### src/common/sld_pkg.sv
// Package of constants and types for the segment LCD display core
// Summary of operation
// - Memory holds 16x8 or 20x4 packed nibbles.
// - Quarter mode: byte covers even/odd column pair.
// - Eighth mode: byte drives one column 4-19.
// - Shared pins: columns 0-3 or backplanes 4-7.
// - Memory reached only through link commands.
// - Address advances after each data byte.
// - Frame rate divided from 32kHz oscillator tick.
// - System command starts/stops oscillator; low power.
// - Oscillator stays halted until host enables it.
// - Four-bit drive-level code, default zero.
// - Clear sets quarter duty, one-third bias.
// - Clear: oscillator, bias off, display blanked.
// - Clear: adjust on, pin is column, sensing off.
// - Clear: 80Hz frame, blinking off.
// - Frame command selects 80Hz or 160Hz.
// - During clear all drive pins sit at rail.
// - System byte: bit1 oscillator, bit0 display.
// - Frame byte bit0 doubles rate, default zero.
// - Blink field: off, 2Hz, 1Hz, 0.5Hz.
// - Data command: six-bit start address, default zero.
package sld_pkg;

    // Command opcodes (first byte of a command)
    localparam logic [7:0] CMD_DATA = 8'h80;
    localparam logic [7:0] CMD_MODE = 8'h82;
    localparam logic [7:0] CMD_SYS = 8'h84;
    localparam logic [7:0] CMD_FRAME = 8'h86;
    localparam logic [7:0] CMD_BLINK = 8'h88;
    localparam logic [7:0] CMD_LEVEL = 8'h8a;

    // Memory geometry
    localparam int MEM_DEPTH = 16;
    localparam int QUARTER_BYTES = 10;
    localparam int NUM_COLUMNS = 20;
    localparam int SHARED_PINS = 4;
    localparam int PTR_W = 6;
    localparam logic [5:0] PTR_RESET = 6'h00;

    // Second-byte field positions
    localparam int SYS_OSC_BIT = 1;
    localparam int SYS_DISP_BIT = 0;
    localparam int MODE_DUTY_BIT = 1;
    localparam int MODE_BIAS_BIT = 0;
    localparam int FRAME_FAST_BIT = 0;
    localparam int LEVEL_DE_BIT = 5;
    localparam int LEVEL_VE_BIT = 4;
    localparam int NIBBLE_W = 4;

    // Reset values of the command second bytes
    localparam logic [7:0] SYS_RESET = 8'h00;
    localparam logic [7:0] MODE_RESET = 8'h00;
    localparam logic [7:0] FRAME_RESET = 8'h00;
    localparam logic [7:0] BLINK_RESET = 8'h00;
    localparam logic [7:0] LEVEL_RESET = 8'h30;

    // Blink field encodings
    localparam logic [1:0] BLINK_OFF = 2'h0;
    localparam logic [1:0] BLINK_2HZ = 2'h1;
    localparam logic [1:0] BLINK_1HZ = 2'h2;
    localparam logic [1:0] BLINK_HALF_HZ = 2'h3;

    // Timing
    localparam int SYS_CLK_HZ = 100_000_000;
    localparam int OSC_HZ = 32_000;
    localparam int OSC_DIV = SYS_CLK_HZ / OSC_HZ;
    localparam int POR_US = 1000;
    localparam int POR_CYCLES = (POR_US * (SYS_CLK_HZ / 1_000_000));
    localparam int FRAME_SLOW_HZ = 80;
    localparam int FRAME_FAST_HZ = 160;
    localparam int FRAME_SLOW_TICKS = OSC_HZ / FRAME_SLOW_HZ;
    localparam int FRAME_FAST_TICKS = OSC_HZ / FRAME_FAST_HZ;
    // Blink half periods in oscillator ticks (shown, then blanked)
    localparam int BLINK_2HZ_HALF = OSC_HZ / 4;
    localparam int BLINK_1HZ_HALF = OSC_HZ / 2;
    localparam int BLINK_HALF_HZ_HALF = OSC_HZ;
    localparam int DIV_W = 16;

    // Configuration state as seen by the host
    typedef struct packed {
        logic osc_on;
        logic disp_on;
        logic duty_eighth;
        logic bias_quarter;
        logic frame_fast;
        logic [1:0] blink;
        logic column19_sel;
        logic level_adjust_on;
        logic [3:0] drive_level_code;
    } sld_cfg_t;

    // Byte stream from the link front end
    typedef struct packed {
        logic start;
        logic stop;
        logic wr_valid;
        logic [7:0] wr_data;
        logic rd_req;
    } sld_link_in_t;

endpackage : sld_pkg

### src/core/sld_core.sv
// Display core: command parser, display memory, scan and blink timing
module sld_core
    import sld_pkg::*;
#(
    parameter int POR_CNT = POR_CYCLES,
    parameter int OSC_DIVIDE = OSC_DIV,
    parameter int BLINK_FAST_HALF = BLINK_2HZ_HALF,
    parameter int BLINK_MID_HALF = BLINK_1HZ_HALF,
    parameter int BLINK_SLOW_HALF = BLINK_HALF_HZ_HALF
)
(
    // Clock and reset
    input wire logic sys_clk,
    input wire logic rstn,
    // Link byte stream
    input wire sld_link_in_t link_in,
    output logic link_ready,
    output logic [7:0] rd_data,
    output logic rd_valid,
    // Panel drive
    output logic [3:0] backplane_line,
    output logic [3:0] shared_line,
    output logic [NUM_COLUMNS-1:SHARED_PINS] drive_column,
    output logic shared_as_backplane,
    output logic column19_is_column,
    output logic outputs_at_rail,
    // Analogue control
    output logic [3:0] drive_level_code,
    output logic level_adjust_on,
    output logic rail_sense_on,
    output logic bias_gen_on,
    output logic bias_quarter,
    output logic internal_tick_rate,
    output sld_cfg_t cfg_state
);

    typedef enum logic [1:0] {ST_CMD, ST_PARAM, ST_DATA, ST_SKIP} sld_parse_t;

    generate
        if (OSC_DIVIDE < 2 || OSC_DIVIDE >= (1 << DIV_W) || BLINK_SLOW_HALF >= (1 << DIV_W) ||
            BLINK_FAST_HALF < 1 || POR_CNT < 1)
        begin : g_check
            $error("sld_core: timing parameter out of range");
        end
    endgenerate

    localparam logic [DIV_W-1:0] OSC_M1 = DIV_W'(OSC_DIVIDE - 1);
    localparam logic [DIV_W-1:0] PH_SLOW4_M1 = DIV_W'(FRAME_SLOW_TICKS / 4 - 1);
    localparam logic [DIV_W-1:0] PH_SLOW8_M1 = DIV_W'(FRAME_SLOW_TICKS / 8 - 1);
    localparam logic [DIV_W-1:0] PH_FAST4_M1 = DIV_W'(FRAME_FAST_TICKS / 4 - 1);
    localparam logic [DIV_W-1:0] PH_FAST8_M1 = DIV_W'(FRAME_FAST_TICKS / 8 - 1);
    localparam logic [DIV_W-1:0] BL_FAST_M1 = DIV_W'(BLINK_FAST_HALF - 1);
    localparam logic [DIV_W-1:0] BL_MID_M1 = DIV_W'(BLINK_MID_HALF - 1);
    localparam logic [DIV_W-1:0] BL_SLOW_M1 = DIV_W'(BLINK_SLOW_HALF - 1);
    localparam int POR_W = $clog2(POR_CNT + 1);
    localparam logic [POR_W-1:0] POR_LAST = POR_W'(POR_CNT - 1);

    logic [7:0] mem [MEM_DEPTH];
    logic [POR_W-1:0] por_cnt_reg;
    logic clearing_reg;
    sld_parse_t state_reg;
    logic [7:0] cmd_reg;
    logic [PTR_W-1:0] ptr_reg;
    logic [7:0] sys_reg, mode_reg, frame_reg, blink_reg, level_reg;
    logic [2:0] phase_reg;
    logic blink_hide_reg;
    logic osc_tick, phase_tick, blink_tick;
    logic osc_on, disp_on, duty8, blink_on;
    logic [DIV_W-1:0] phase_m1, blink_m1;
    logic [2:0] phase_last;
    logic accept;
    logic data_wr, data_rd;
    logic [NUM_COLUMNS-1:0] col_bits;
    logic [7:0] bp_bits;

    // Power-up clear: link refused and pins at rail until the count ends
    always_ff @(posedge sys_clk or negedge rstn)
    begin
        if (!rstn)
        begin
            por_cnt_reg <= '0;
            clearing_reg <= 1'b1;
        end
        else if (clearing_reg)
        begin
            por_cnt_reg <= por_cnt_reg + 1'b1;
            if (por_cnt_reg == POR_LAST)
                clearing_reg <= 1'b0;
        end
    end

    // Bytes are only taken once the clear is over; early traffic is dropped
    assign link_ready = !clearing_reg;
    assign accept = !clearing_reg;

    // Command parser: opcode, then parameter, then optional data stream
    always_ff @(posedge sys_clk or negedge rstn)
    begin
        if (!rstn)
        begin
            state_reg <= ST_CMD;
            cmd_reg <= 8'h00;
        end
        else if (accept && (link_in.start || link_in.stop))
            state_reg <= ST_CMD;
        else if (accept && link_in.wr_valid)
        begin
            case (state_reg)
                ST_CMD:
                begin
                    cmd_reg <= link_in.wr_data;
                    if (link_in.wr_data == CMD_DATA || link_in.wr_data == CMD_MODE ||
                        link_in.wr_data == CMD_SYS || link_in.wr_data == CMD_FRAME ||
                        link_in.wr_data == CMD_BLINK || link_in.wr_data == CMD_LEVEL)
                        state_reg <= ST_PARAM;
                    else
                        state_reg <= ST_SKIP; // Unknown opcode: ignore to end of transfer
                end
                ST_PARAM:
                    state_reg <= (cmd_reg == CMD_DATA) ? ST_DATA : ST_CMD;
                ST_DATA:
                    state_reg <= ST_DATA;
                ST_SKIP:
                    state_reg <= ST_SKIP;
                default:
                    state_reg <= ST_CMD;
            endcase
        end
    end

    // Configuration bytes, each captured from its command's parameter
    always_ff @(posedge sys_clk or negedge rstn)
    begin
        if (!rstn)
        begin
            sys_reg <= SYS_RESET;
            mode_reg <= MODE_RESET;
            frame_reg <= FRAME_RESET;
            blink_reg <= BLINK_RESET;
            level_reg <= LEVEL_RESET;
        end
        else if (accept && link_in.wr_valid && !link_in.start && !link_in.stop && state_reg == ST_PARAM)
        begin
            case (cmd_reg)
                CMD_SYS: sys_reg <= link_in.wr_data;
                CMD_MODE: mode_reg <= link_in.wr_data;
                CMD_FRAME: frame_reg <= link_in.wr_data;
                CMD_BLINK: blink_reg <= link_in.wr_data;
                CMD_LEVEL: level_reg <= link_in.wr_data;
                default: ;
            endcase
        end
    end

    assign data_wr = accept && link_in.wr_valid && !link_in.start && !link_in.stop && state_reg == ST_DATA;
    assign data_rd = accept && link_in.rd_req && !link_in.start && !link_in.stop;

    // Address pointer: loaded by the data command, stepped per byte
    always_ff @(posedge sys_clk or negedge rstn)
    begin
        if (!rstn)
            ptr_reg <= PTR_RESET;
        else if (accept && link_in.wr_valid && !link_in.start && !link_in.stop && state_reg == ST_PARAM &&
                 cmd_reg == CMD_DATA)
            ptr_reg <= link_in.wr_data[PTR_W-1:0];
        else if (data_wr || data_rd)
            ptr_reg <= ptr_reg + 1'b1;
    end

    // Display memory; only the link path writes it, beyond 0x0f is dropped
    always_ff @(posedge sys_clk)
    begin
        if (data_wr && ptr_reg < PTR_W'(MEM_DEPTH))
            mem[ptr_reg[3:0]] <= link_in.wr_data;
    end

    // Read answer, one cycle after the request; unmapped reads give zero
    always_ff @(posedge sys_clk or negedge rstn)
    begin
        if (!rstn)
        begin
            rd_data <= 8'h00;
            rd_valid <= 1'b0;
        end
        else
        begin
            rd_valid <= data_rd;
            if (data_rd)
                rd_data <= (ptr_reg < PTR_W'(MEM_DEPTH)) ? mem[ptr_reg[3:0]] : 8'h00;
        end
    end

    // Decoded controls: display needs the oscillator running as well
    assign osc_on = sys_reg[SYS_OSC_BIT];
    assign disp_on = sys_reg[SYS_OSC_BIT] & sys_reg[SYS_DISP_BIT];
    assign duty8 = mode_reg[MODE_DUTY_BIT];
    assign blink_on = blink_reg[1:0] != BLINK_OFF;
    assign phase_last = duty8 ? 3'h7 : 3'h3;

    // Oscillator model: tick at the 32kHz rate, halted while disabled
    sld_tick_div #(.WIDTH(DIV_W)) u_osc (
        .sys_clk(sys_clk),
        .rstn(rstn),
        .en(osc_on),
        .clr(!osc_on),
        .period_m1(OSC_M1),
        .tick(osc_tick)
    );

    // Backplane step length in oscillator ticks for the frame rate and duty
    always_comb
    begin
        case ({frame_reg[FRAME_FAST_BIT], duty8})
            2'h0: phase_m1 = PH_SLOW4_M1;
            2'h1: phase_m1 = PH_SLOW8_M1;
            2'h2: phase_m1 = PH_FAST4_M1;
            default: phase_m1 = PH_FAST8_M1;
        endcase
    end

    sld_tick_div #(.WIDTH(DIV_W)) u_phase (
        .sys_clk(sys_clk),
        .rstn(rstn),
        .en(osc_tick),
        .clr(!disp_on),
        .period_m1(phase_m1),
        .tick(phase_tick)
    );

    // Blink half period selection
    always_comb
    begin
        case (blink_reg[1:0])
            BLINK_2HZ: blink_m1 = BL_FAST_M1;
            BLINK_1HZ: blink_m1 = BL_MID_M1;
            BLINK_HALF_HZ: blink_m1 = BL_SLOW_M1;
            default: blink_m1 = BL_FAST_M1;
        endcase
    end

    sld_tick_div #(.WIDTH(DIV_W)) u_blink (
        .sys_clk(sys_clk),
        .rstn(rstn),
        .en(osc_tick && blink_on),
        .clr(!blink_on),
        .period_m1(blink_m1),
        .tick(blink_tick)
    );

    // Active backplane index; wraps after four or eight steps
    always_ff @(posedge sys_clk or negedge rstn)
    begin
        if (!rstn)
            phase_reg <= 3'h0;
        else if (!disp_on || phase_reg > phase_last)
            phase_reg <= 3'h0;
        else if (phase_tick)
            phase_reg <= (phase_reg == phase_last) ? 3'h0 : phase_reg + 1'b1;
    end

    // Blink alternates shown and blanked; starts shown whenever re-enabled
    always_ff @(posedge sys_clk or negedge rstn)
    begin
        if (!rstn)
            blink_hide_reg <= 1'b0;
        else if (!blink_on)
            blink_hide_reg <= 1'b0;
        else if (blink_tick)
            blink_hide_reg <= !blink_hide_reg;
    end

    // Memory-to-column mapping for the active backplane
    always_comb
    begin
        col_bits = '0;
        for (int c = 0; c < NUM_COLUMNS; c++)
        begin
            if (!duty8)
            begin
                if (c / 2 < QUARTER_BYTES)
                    col_bits[c] = mem[c / 2][(c % 2) * NIBBLE_W + int'(phase_reg[1:0])];
            end
            else if (c >= SHARED_PINS)
                col_bits[c] = mem[c - SHARED_PINS][phase_reg];
        end
    end

    // One-hot backplane select
    always_comb
    begin
        bp_bits = '0;
        bp_bits[phase_reg] = 1'b1;
    end

    // Pin drive; the slight lag behind phase is hidden by the slow scan
    always_ff @(posedge sys_clk or negedge rstn)
    begin
        if (!rstn)
        begin
            backplane_line <= 4'hf;
            shared_line <= 4'hf;
            drive_column <= '1;
        end
        else if (clearing_reg)
        begin
            backplane_line <= 4'hf;
            shared_line <= 4'hf;
            drive_column <= '1;
        end
        else if (!disp_on || blink_hide_reg)
        begin
            backplane_line <= 4'h0;
            shared_line <= 4'h0;
            drive_column <= '0;
        end
        else
        begin
            backplane_line <= bp_bits[3:0];
            shared_line <= duty8 ? bp_bits[7:4] : col_bits[SHARED_PINS-1:0];
            drive_column <= col_bits[NUM_COLUMNS-1:SHARED_PINS];
        end
    end

    // Status and analogue controls, all from flip-flops
    always_ff @(posedge sys_clk or negedge rstn)
    begin
        if (!rstn)
        begin
            shared_as_backplane <= 1'b0;
            column19_is_column <= 1'b1;
            outputs_at_rail <= 1'b1;
            drive_level_code <= 4'h0;
            level_adjust_on <= 1'b1;
            rail_sense_on <= 1'b0;
            bias_gen_on <= 1'b0;
            bias_quarter <= 1'b0;
            internal_tick_rate <= 1'b0;
            cfg_state <= '0;
        end
        else
        begin
            shared_as_backplane <= duty8;
            column19_is_column <= level_reg[LEVEL_DE_BIT];
            outputs_at_rail <= clearing_reg;
            drive_level_code <= level_reg[3:0];
            level_adjust_on <= level_reg[LEVEL_VE_BIT];
            rail_sense_on <= !level_reg[LEVEL_DE_BIT] && level_reg[LEVEL_VE_BIT];
            bias_gen_on <= disp_on;
            bias_quarter <= mode_reg[MODE_BIAS_BIT];
            internal_tick_rate <= osc_tick;
            cfg_state <= '{osc_on: osc_on, disp_on: disp_on, duty_eighth: duty8,
                           bias_quarter: mode_reg[MODE_BIAS_BIT], frame_fast: frame_reg[FRAME_FAST_BIT],
                           blink: blink_reg[1:0], column19_sel: level_reg[LEVEL_DE_BIT],
                           level_adjust_on: level_reg[LEVEL_VE_BIT], drive_level_code: level_reg[3:0]};
        end
    end

endmodule : sld_core

### src/core/sld_tick_div.sv
// Enable divider producing a one-cycle tick every period_m1+1 enables
module sld_tick_div
    import sld_pkg::*;
#(
    parameter int WIDTH = DIV_W
)
(
    // Clock and reset
    input wire logic sys_clk,
    input wire logic rstn,
    // Control
    input wire logic en,
    input wire logic clr,
    input wire logic [WIDTH-1:0] period_m1,
    // Result
    output logic tick
);

    logic [WIDTH-1:0] cnt_reg;

    generate
        if (WIDTH < 2)
        begin : g_check
            $error("sld_tick_div: WIDTH too small");
        end
    endgenerate

    // Count enables; a shrunken period restarts cleanly from zero
    always_ff @(posedge sys_clk or negedge rstn)
    begin
        if (!rstn)
            cnt_reg <= '0;
        else if (clr)
            cnt_reg <= '0;
        else if (en)
            cnt_reg <= (cnt_reg >= period_m1) ? '0 : cnt_reg + 1'b1;
    end

    assign tick = en && !clr && (cnt_reg >= period_m1);

endmodule : sld_tick_div

### config.mk
export PLATFORM = sky130hd
export DESIGN_NAME = sld_core
export DESIGN_NICKNAME = d
export VERILOG_FILES = /design/src/common/sld_pkg.sv /design/src/core/sld_core.sv /design/src/core/sld_tick_div.sv
export SDC_FILE = /design/constraint.sdc
export NUM_CORES = 1
export LEC_CHECK = 0
export BUFFER_PORTS_ARGS = -buffer_cell sky130_fd_sc_hd__buf_4
export CAP_MARGIN = 10
export CORE_MARGIN = 2
export CORE_UTILIZATION = 54
export CTS_BUF_LIST = sky130_fd_sc_hd__clkbuf_8
export CTS_CLUSTER_SIZE = 28
export DETAILED_ROUTE_END_ITERATION = 6
export GPL_TIMING_DRIVEN = 0
export PLACE_DENSITY = 0.7
export RECOVER_POWER = 100
export SYNTH_ARGS = -nofsm -noshare
export SYNTH_HDL_FRONTEND = slang
export SYNTH_SLANG_ARGS = --single-unit
### constraint.sdc
create_clock -name sys_clk -period 3 [get_ports sys_clk]
set_clock_uncertainty 0.15 [all_clocks]
set_input_delay 0.3 -clock sys_clk [delete_from_list [all_inputs] [get_ports sys_clk]]
set_output_delay 0.3 -clock sys_clk [all_outputs]
set_load 0.01 [all_outputs]
==> results.py, run 1 <==
metrics = {
    "cts": {
        "clkLatencyLatePin_ns": 0.56,
        "clk_path_buf_depth": 3,
        "cts_made_buffers": 46,
        "cts_max_level": 2,
        "clkSlewWorstSetupHoldPaths_ns": 0.06,
        "clock_sinks": 278,
        "cts_tree": "yes",
        "clock-root-buffer": "clkbuf_8",
    },
    "sta": {
        "timing.fmax_mhz": 358,
        "maxSlewViolCount": 74,
        "setup_viol": 0,
        "hold_viol_final": 0,
        "worst_slew_pin_slew_ns": 1.77,
        "whs_ns": 0.0914,
        "fin_crit_ns": 2.79,
        "slew_headroom_pct": -18.0,
        "finalCritPeriodShare_pct": 93.2,
        "rsz0062_at_grt": "no",
    },
    "die": {
        "die_y_um": 158,
        "rows": 56,
        "ioPinCount": 73,
        "coreArea_um2": 23400,
        "die-area_um2": 25000,
        "initial_core_util_pct": 54.9,
        "die_x_um": 158,
    },
    "yosys": {
        "avgSynthCellArea_um2": 13.4,
        "synth_edf_count": 128,
        "netlist_area_um2": 12800,
        "syn_inst": 957,
        "ys_seq_elements": 278,
        "ys_async_sr_fraction_pct": 54.0,
        "ys_seq_area_share_pct": 59.5,
        "synthFlopType": "edfxtp_1",
        "ys_warn_count": 0,
        "synth.distinct_cells": 67,
    },
    "cells_and_area": {
        "insertedDiodeCount": 0,
        "fillers": 1861,
        "postLayoutCellArea_um2": 14700,
        "largest_reg_flops": 128,
        "syn2layout_area_growth_pct": 14.2,
        "seq_area_um2": 7630,
        "instances_no_fill": 1454,
        "multi_input_area_um2": 4830,
        "drive_gt1_share_pct": 19.9,
        "nNetsFinal": 1139,
    },
    "worst_setup_path": {
        "critPathMaxFanout": 7,
        "path_cells": "nor4b_4 > and3_1 > nand2_1 > nor3_1 > clkbuf_2",
        "slowest_stage": "nor3_1",
        "startpoint_type": "register",
        "arrival_ns": 2.89,
        "required_ns": 3.10,
        "end_kind": "register",
        "cpPeakStageDelay_ns": 0.61,
        "crit_type": "reg -> reg",
    },
    "global_route": {
        "grt.busiest_layer": "met2",
        "grt_antenna_before_repair": 0,
        "grt_first_pass_wirelength_um": 48500,
        "grt_pass1_vias": 8427,
        "met1_usage_pct": 37.7,
        "track_usage_pct": 26.0,
        "grt.met2_usage_pct": 38.9,
        "grt_max_degree": 79,
        "use_met3_pct": 6.46,
        "grt_overflow": 0,
    },
    "worst_hold_path": {
        "hp-class": "in -> reg",
    },
    "flow_run": {
        "maxCapViolations": 1,
    },
    "pwr": {
        "leakage_nw": 5.59,
        "power_density_nw_per_um2": 629,
        "vdd_drop_max_mv": 0.415,
    },
    "place": {
        "placed_cells_incl_taps": 1355,
        "port_buffers": 72,
        "place_congestion": 0.900,
        "dpl_cell_area_um2": 13800,
        "dp_hpwl_um": 21900,
    },
    "route": {
        "drtIter0Drc": 838,
        "first_pass_iters": 5,
        "wirelength_um": 31300,
        "wl_per_cell_um": 21.5,
        "final_antenna_net_count": 0,
        "vias": 8681,
        "viasPerCell": 5.97,
        "route.detailed.drc": 0,
    },
    "outcome": {
        "violations": "max-capacitance violations, max-slew violations",
        "status": "complete, but fails checks",
    },
}
## worst paths after layout
path	slack (ns)	start	cells past startpoint	end
worst max-delay path	0.21	clearing_reg	5	mem[2][5]
worst min-delay path	0.09	link_in[10]	4	state_reg[0]
worst max register to register	0.21	clearing_reg	5	mem[2][5]
worst min register to register	0.22	level_reg[1]	0	cfg_state[1]
max in group asynchronous	0.65	rstn	3	rd_data[4]
min in group asynchronous	0.60	rstn	2	u_osc.cnt_reg[4]
## cells in the mapped netlist (all sizes together) (14+ instances only)
cell type,count,area (um2)
a21oi,16,91.3
buf,30,175
clkbuf,20,75.1
dfrtp,120,3000
dfstp,30,788
edfxtp,128,3840
ha,28,350
inv,26,97.6
mux2,21,236
mux2i,31,310
mux4,56,1260
nand2,95,359
nand3,30,150
nand4,15,93.8
nor2,53,201
nor3,16,96.4
o21ai,63,315
o31ai,14,105
xnor2,15,131
xor2,15,131
## repair_timing
item,4_1_cts,5_1_grt
setup endpoints to repair,0,15
hold buffers,13,0
hold endpoints to repair,183,0
setup buffers,0,0
gates resized for setup,0,4
## metal layers
layer	wire length [um]	up-vias
met5	0	-
met4	892	0
met3	2890	65
met2	13900	389
met1	13600	4344
li1	-	3883
## cells by family (layout without fill, tap and decap cells)
logic type | Yosys count | in the layout | share of synthesized area (%)
DFF | 278 | 278 | 59.5
AOI/OAI and AO/OA | 156 | 156 | 8.00
muxes | 108 | 108 | 14.1
other | 1 | 4 | 0.0292
adders and majority gates | 28 | 28 | 2.73
and+or+nand+nor | 280 | 280 | 10.9
xor gates and xnor gates | 30 | 30 | 2.05
buffers and inverters | 76 | 251 | 2.71
## cells in the final DEF (no fill, tap or decap), types with 8 or more instances in the layout
cell type / synthesis / layout
mux4_2: 56 / 56
a2bb2oi_1: 8 / 8
a31oi_1: 10 / 10
clkbuf_2: 0 / 8
buf_4: 10 / 15
and3_1: 11 / 11
nor2_1: 52 / 52
nor3b_1: 9 / 9
dfstp_2: 30 / 26
buf_2: 14 / 10
xnor2_1: 15 / 15
nand4_1: 15 / 15
ha_1: 28 / 28
dlygate4sd3_1: 0 / 13
mux2i_1: 31 / 31
edfxtp_1: 128 / 128
nand2b_1: 8 / 8
clkinv_2: 0 / 8
nand2_1: 94 / 95
a211oi_1: 8 / 8
xor2_1: 15 / 15
a21oi_1: 13 / 15
o31ai_1: 14 / 14
inv_1: 25 / 35
nor3_1: 14 / 14
mux2_2: 21 / 21
clkbuf_8: 0 / 58
clkbuf_1: 20 / 86
nand3_1: 30 / 30
dfrtp_1: 120 / 120
o21ai_0: 63 / 63
## through the flow
stage	total power [mW]	setup WS, ns	TNS (ns)	util (%)
after floorplan	5.31	0.649	0	-
after global placement	5.82	-0.109	-2.22	58.9
after detailed placement	5.84	0.0604	0	59.1
after CTS	9.33	0.124	0	63.9
after global routing	9.56	0.0300	0	62.6
final	9.22	0.205	0	62.6
## where the power goes
group / internal [mW] / leakage [nW] / switching [mW]
clock: 1.93 / 0.537 / 1.55
combinational: 0.690 / 1.97 / 0.841
sequential: 4.11 / 3.08 / 0.101
total: 6.73 / 5.59 / 2.49
## worst max-delay path, delay by kind of cell, from the launching register on
family | cells | cell delay, ns
simple gates | 4 | 1.58
buf+inv | 1 | 0.34
flops | 1 | 0.41
## layout make-up
type	instances	share of cell area [%]
Sequential cell	278	52.1
Clock buffer	58	5.45
Inverter	26	0.666
Buffer	50	1.66
Timing Repair Buffer	89	3.18
Clock inverter	28	1.26
Multi-Input combinational cell	606	33.0
Tap cell	319	2.72
Note: power is estimated with default switching activity, not from simulation.
==> run 2: changes to the inputs <==
--- a/config.mk
+++ b/config.mk
@@ -14,7 +14,6 @@
 export DETAILED_ROUTE_END_ITERATION = 6
 export GPL_TIMING_DRIVEN = 0
 export PLACE_DENSITY = 0.7
-export RECOVER_POWER = 100
 export SYNTH_ARGS = -nofsm -noshare
 export SYNTH_HDL_FRONTEND = slang
 export SYNTH_SLANG_ARGS = --single-unit
==> run 2 against run 1 <==
  * The run now ends clean
  * First-iteration DRC count shrank 4.8%
  * Combinational power grew 3%
  * Power grew 0.50%
  * Critical path depth grew 2
  * Flip-flop and latch count is the same
  * Sequential share of layout area shrank 1.1 points
  * Worst setup slack gained 0.057 ns
  * Hold slack lost 0.046 ns
  * Sequential power is essentially flat
  * Register-to-register slack gained 0.06 ns
  * Count of clock-buffer cells in the layout is the same
  * Fmax grew 2.1%
  * Largest cell class unchanged
  * Largest power group unchanged
==> results.py, run 2 (synthesis results as in run 1) <==
metrics = {
    "worst_setup_path": {
        "slowest_stage": "nor3_1",
        "crit_buf_inv": 3,
        "required_ns": 3.11,
        "cpPeakStageDelay_ns": 0.59,
        "arrival_ns": 2.85,
        "startpoint_type": "input pin",
        "path_cells": "dlygate4sd3_1 > buf_4 > nor4b_4 > and3_1 > nand2_1 > nor3_1 > buf_4",
        "crit_path_frequent_cell": "buf_4",
        "end_kind": "register",
        "crit_type": "in -> reg",
        "path_delay_family": "simple AND/OR/NAND/NOR gates",
        "critPathMaxFanout": 7,
    },
    "die": {
        "die_y_um": 158,
        "ioPinCount": 73,
        "coreArea_um2": 23400,
        "rows": 56,
        "die-area_um2": 25000,
        "die_x_um": 158,
        "initial_core_util_pct": 54.9,
    },
    "pwr": {
        "sw_frac_of_total_pct": 26.8,
        "vdd_drop_max_mv": 0.451,
        "p_switching_mw": 2.48,
        "total_power_mw": 9.26,
        "internal-power_mw": 6.78,
        "seqPwrFrac_pct": 45.5,
        "pwr-share-comb_pct": 17.0,
        "power_density_nw_per_um2": 619,
        "p_clk_share_pct": 37.5,
        "leakage_nw": 5.87,
    },
    "route": {
        "wirelength_um": 31200,
        "viasPerCell": 5.98,
        "vias": 8696,
        "wl_per_cell_um": 21.5,
        "first_pass_iters": 5,
        "final_antenna_net_count": 0,
        "drtIter0Drc": 798,
        "route.detailed.drc": 0,
    },
    "place": {
        "dp_hpwl_um": 21900,
        "port_buffers": 72,
        "dpl_worst_slack_ns": 0.0604,
        "place_congestion": 0.900,
    },
    "cells_and_area": {
        "syn2layout_area_growth_pct": 16.6,
        "largest_reg_flops": 128,
        "drive_gt1_share_pct": 26.3,
        "most-common-layout-cells": "edfxtp_1 (128), dfrtp_1 (120), nand2_1 (94), buf_4 (83), o21ai_0 (63)",
        "fin_util_pct": 64.0,
        "insertedDiodeCount": 0,
        "nNetsFinal": 1139,
        "final_common_cell": "edfxtp_1",
    },
    "flow_run": {
        "maxCapViolations": 0,
    },
    "sta": {
        "hold_viol_final": 0,
        "tns_ns": 0,
        "fin_ws_ns": 0.263,
        "maxSlewViolCount": 0,
        "timing.fmax_mhz": 365,
        "setup_viol": 0,
        "fin_crit_ns": 2.74,
        "worst_slew_pin_slew_ns": 0.795,
        "slew_headroom_pct": 47.0,
        "finalCritPeriodShare_pct": 91.2,
        "rsz0062_at_grt": "no",
    },
    "global_route": {
        "grt_max_degree": 79,
        "grt_antenna_before_repair": 0,
        "grt_first_pass_wirelength_um": 48500,
        "grt_pass1_vias": 8427,
        "grt_overflow": 0,
        "track_usage_pct": 26.0,
    },
    "cts": {
        "post_cts_buffers": 0,
        "cts_tree": "yes",
        "clkSlewWorstSetupHoldPaths_ns": 0.06,
        "clk_path_buf_depth": 3,
        "clock_sinks": 278,
        "clock-root-buffer": "clkbuf_8",
        "cts_max_level": 2,
        "clkLatencyLatePin_ns": 0.57,
        "cts_made_buffers": 46,
    },
    "outcome": {
        "status": "finished clean",
    },
    "worst_hold_path": {
        "hp-class": "in -> reg",
    },
}
run 2: changes by cell type in the layout (fill, tap and decap cells not counted), sizes merged:
cell / change
clkbuf: -79
buf: +79
run 2: area by class of cell:
class | instances | area, um2
Multi-Input combinational cell | 606 | 4880
Inverter | 26 | 97.6
Tap cell | 319 | 399
Sequential cell | 278 | 7630
Clock inverter | 28 | 184
Timing Repair Buffer | 89 | 722
Buffer | 50 | 251
Clock buffer | 58 | 798
Fill cell | 1806 | 8440
run 2: final timing paths:
path | start | endpoint | slack [ns] | cells past startpoint
min in group asynchronous | rstn | u_osc.cnt_reg[4] | 0.17 | 2
setup / recovery | link_in[11] | mem[2][5] | 0.26 | 7
setup reg to reg | clearing_reg | mem[2][5] | 0.27 | 5
hold reg to reg | level_reg[1] | cfg_state[1] | 0.23 | 0
max in group asynchronous | rstn | drive_column[7] | 1.69 | 3
hold / removal | link_in[0] | rd_valid | 0.05 | 3
run 2: routing by layer:
layer	part of all wire (%)	wire, um	track usage (%)
met5	0	0	0
met4	2.9	893	8.37
met3	8.9	2780	6.46
met2	45	14000	38.9
met1	44	13600	37.7
run 2: worst reg2reg max path: cells and delay by family (launching register included):
family | cells | cell delay [ns]
and+or+nand+nor | 4 | 1.60
buffers and inverters | 1 | 0.29
DFF | 1 | 0.39
run 2: power by group through the flow:
stage	Clock [mW]	Combinational [mW]	Sequential, mW
floorplan	0	1.04	4.27
global placement	0	1.54	4.28
detailed placement	0	1.56	4.28
CTS	3.53	1.58	4.21
global route	3.69	1.70	4.22
finish	3.47	1.58	4.22
run 2: metrics by stage:
stage | hold WS (ns) | instances | area [um2]
2_1_floorplan | -0.146 | 960 | 12800
3_3_place_gp | 0.209 | 1351 | 13800
3_5_place_dp | 0.203 | 1355 | 13800
4_1_cts | 0.0373 | 1454 | 15000
5_1_grt | 0.0584 | 1454 | 15000
6_report | 0.0458 | 1454 | 15000
run 2: timing repair:
| action | in CTS | in global routing |
|---|---|---|
| resized for setup | 0 | 4 |
| hold buffers | 13 | 0 |
| setup endpoints to repair | 0 | 15 |
| hold endpoints to repair | 183 | 0 |
==> run 3: changes to the inputs <==
--- a/config.mk
+++ b/config.mk
@@ -10,10 +10,12 @@
 export CORE_MARGIN = 2
 export CORE_UTILIZATION = 54
 export CTS_BUF_LIST = sky130_fd_sc_hd__clkbuf_8
+export CTS_CLUSTER_DIAMETER = 30
 export CTS_CLUSTER_SIZE = 28
 export DETAILED_ROUTE_END_ITERATION = 6
 export GPL_TIMING_DRIVEN = 0
 export PLACE_DENSITY = 0.7
+export REMOVE_ABC_BUFFERS = 1
 export SYNTH_ARGS = -nofsm -noshare
 export SYNTH_HDL_FRONTEND = slang
 export SYNTH_SLANG_ARGS = --single-unit
==> run 3 against run 2 <==
  * Die area unchanged
  * Cell count fell by 1.7%
  * Via count shrank 4.0%
  * Critical path type is now reg -> reg
  * Power grew 10%
  * Count of clock-buffer cells in the layout unchanged
  * Final area increased by 1.4%
  * Sequential share of layout area decreased by 0.67 points
==> results.py, run 3 (synthesis results as in run 1) <==
metrics = {
    "worst_setup_path": {
        "startpoint_type": "register",
        "required_ns": 3.04,
        "crit_buf_inv": 0,
        "arrival_ns": 2.84,
        "path_delay_family": "simple AND/OR/NAND/NOR gates",
        "path_cells": "nor4b_4 > and3_1 > nand2_1 > nor2_1",
        "slowest_stage": "nor2_1",
        "crit_type": "reg -> reg",
        "cpPeakStageDelay_ns": 0.83,
        "end_kind": "register",
        "r2r_setup_slack_ns": 0.21,
        "critPathMaxFanout": 12,
    },
    "flow_run": {
        "maxCapViolations": 0,
    },
    "die": {
        "die-area_um2": 25000,
        "die_y_um": 158,
        "rows": 56,
        "ioPinCount": 73,
        "initial_core_util_pct": 54.9,
        "coreArea_um2": 23400,
        "die_x_um": 158,
    },
    "cells_and_area": {
        "final_common_cell": "edfxtp_1",
        "nNetsFinal": 1105,
        "largest_reg_flops": 128,
        "drive_gt1_share_pct": 27.5,
        "most-common-layout-cells": "edfxtp_1 (128), dfrtp_1 (115), nand2_1 (94), buf_4 (71), o21ai_0 (63)",
        "syn2layout_area_growth_pct": 18.2,
    },
    "route": {
        "drtIter0Drc": 724,
        "vias": 8344,
        "viasPerCell": 5.84,
        "final_antenna_net_count": 0,
        "first_pass_iters": 6,
        "wirelength_um": 29100,
        "route.detailed.drc": 0,
        "wl_per_cell_um": 20.3,
    },
    "sta": {
        "worst_slew_pin_slew_ns": 1.11,
        "maxSlewViolCount": 0,
        "slew_headroom_pct": 25.2,
        "rsz0062_at_grt": "no",
        "finalCritPeriodShare_pct": 93.1,
        "timing.fmax_mhz": 358,
        "hold_viol_final": 0,
        "setup_viol": 0,
        "tns_ns": 0,
        "fin_crit_ns": 2.79,
    },
    "cts": {
        "cts_max_level": 2,
        "clk_path_buf_depth": 3,
        "clkSlewWorstSetupHoldPaths_ns": 0.06,
        "clkLatencyLatePin_ns": 0.59,
        "clock_sinks": 278,
        "cts_made_buffers": 54,
        "cts_tree": "yes",
        "clock-root-buffer": "clkbuf_8",
    },
    "place": {
        "dp_hpwl_um": 19100,
        "place_congestion": 0.841,
        "port_buffers": 72,
    },
    "pwr": {
        "leakage_nw": 5.91,
        "p_clk_share_pct": 43.6,
        "seqPwrFrac_pct": 42.2,
        "internal-power_mw": 7.60,
        "p_switching_mw": 2.62,
        "power_density_nw_per_um2": 674,
        "vdd_drop_max_mv": 0.461,
        "pwr-share-comb_pct": 14.2,
        "total_power_mw": 10.2,
        "sw_frac_of_total_pct": 25.6,
    },
    "global_route": {
        "grt_first_pass_wirelength_um": 45700,
        "grt_overflow": 0,
        "grt_pass1_vias": 8301,
        "track_usage_pct": 24.3,
        "grt_antenna_before_repair": 1,
        "grt_max_degree": 86,
    },
    "outcome": {
        "status": "finished clean",
    },
    "worst_hold_path": {
        "hp-class": "in -> reg",
    },
}
## run 3: changes by cell type in the layout (fill, tap and decap cells not counted), moves of 3 or more
cell,delta
buf_4,-12
clkbuf_1,-19
dfrtp_2,+5
buf_12,+3
inv_6,+6
buf_1,-5
buf_2,-11
bufinv_16,+8
inv_1,-5
clkinv_4,+3
dfrtp_1,-5
## run 3: worst paths after layout
path | start | end | cells past startpoint
max in group asynchronous | rstn | clearing_reg | 3
max | clearing_reg | mem[5][1] | 4
min reg2reg | mode_reg[0] | cfg_state[9] | 0
max reg2reg | clearing_reg | mem[5][1] | 4
min | link_in[0] | rd_valid | 3
min in group asynchronous | rstn | u_phase.cnt_reg[2] | 2
## run 3: power by group through the flow
stage / combinational, mW / sequential (mW) / clock, mW
floorplan: 0.779 / 4.48 / 0
global placement: 1.17 / 4.59 / 0
detailed placement: 1.37 / 4.43 / 0
CTS: 1.39 / 4.36 / 4.53
global route: 1.54 / 4.34 / 4.70
finish: 1.45 / 4.32 / 4.46
## run 3: worst min-delay path: stages
cell	delay, ns
buf_4	0.08
nand2_2	0.21
inv_2	0.19
## run 3: per-layer routing
metal	vias up	track usage (%)	part of all wire [%]	wire length (um)
li1	3835	-	-	-
met1	4170	34.8	44	12700
met2	286	37.2	47	13500
met3	51	5.09	7.4	2140
met4	2	8.71	2.2	641
met5	-	0	0.041	12
## run 3: final cells by class
type / instances / area [um2]
multi-input cells: 606 / 4880
clock inverters: 44 / 508
repair buffers: 97 / 857
clock buffers: 58 / 798
inverters: 26 / 97.6
diodes: 1 / 2.50
well taps: 319 / 399
flip-flops and latches: 278 / 7640
fillers: 1768 / 8220
## run 3: repair_timing
item                       in CTS  in global routing
hold buffers                   15                  0
buffers inserted                0                  0
gates cloned                    0                  0
resized for setup               1                  1
hold endpoints to repair      194                  0
pin swaps                       0                  1
setup endpoints to repair       8                  4
## run 3: stage by stage
stage / util [%] / std cells / setup slack, ns / hold WS [ns] / instance area [um2]
global route: 64.9 / 1428 / 0.0183 / 0.0898 / 15200
floorplan: - / 910 / 0.191 / -0.146 / 12600
CTS: 64.6 / 1423 / 0.0211 / 0.0508 / 15100
finish: 64.9 / 1429 / 0.207 / 0.110 / 15200
global placement: 57.9 / 1301 / -0.812 / 0.206 / 13500
detailed placement: 58.4 / 1306 / -0.141 / 0.214 / 13700
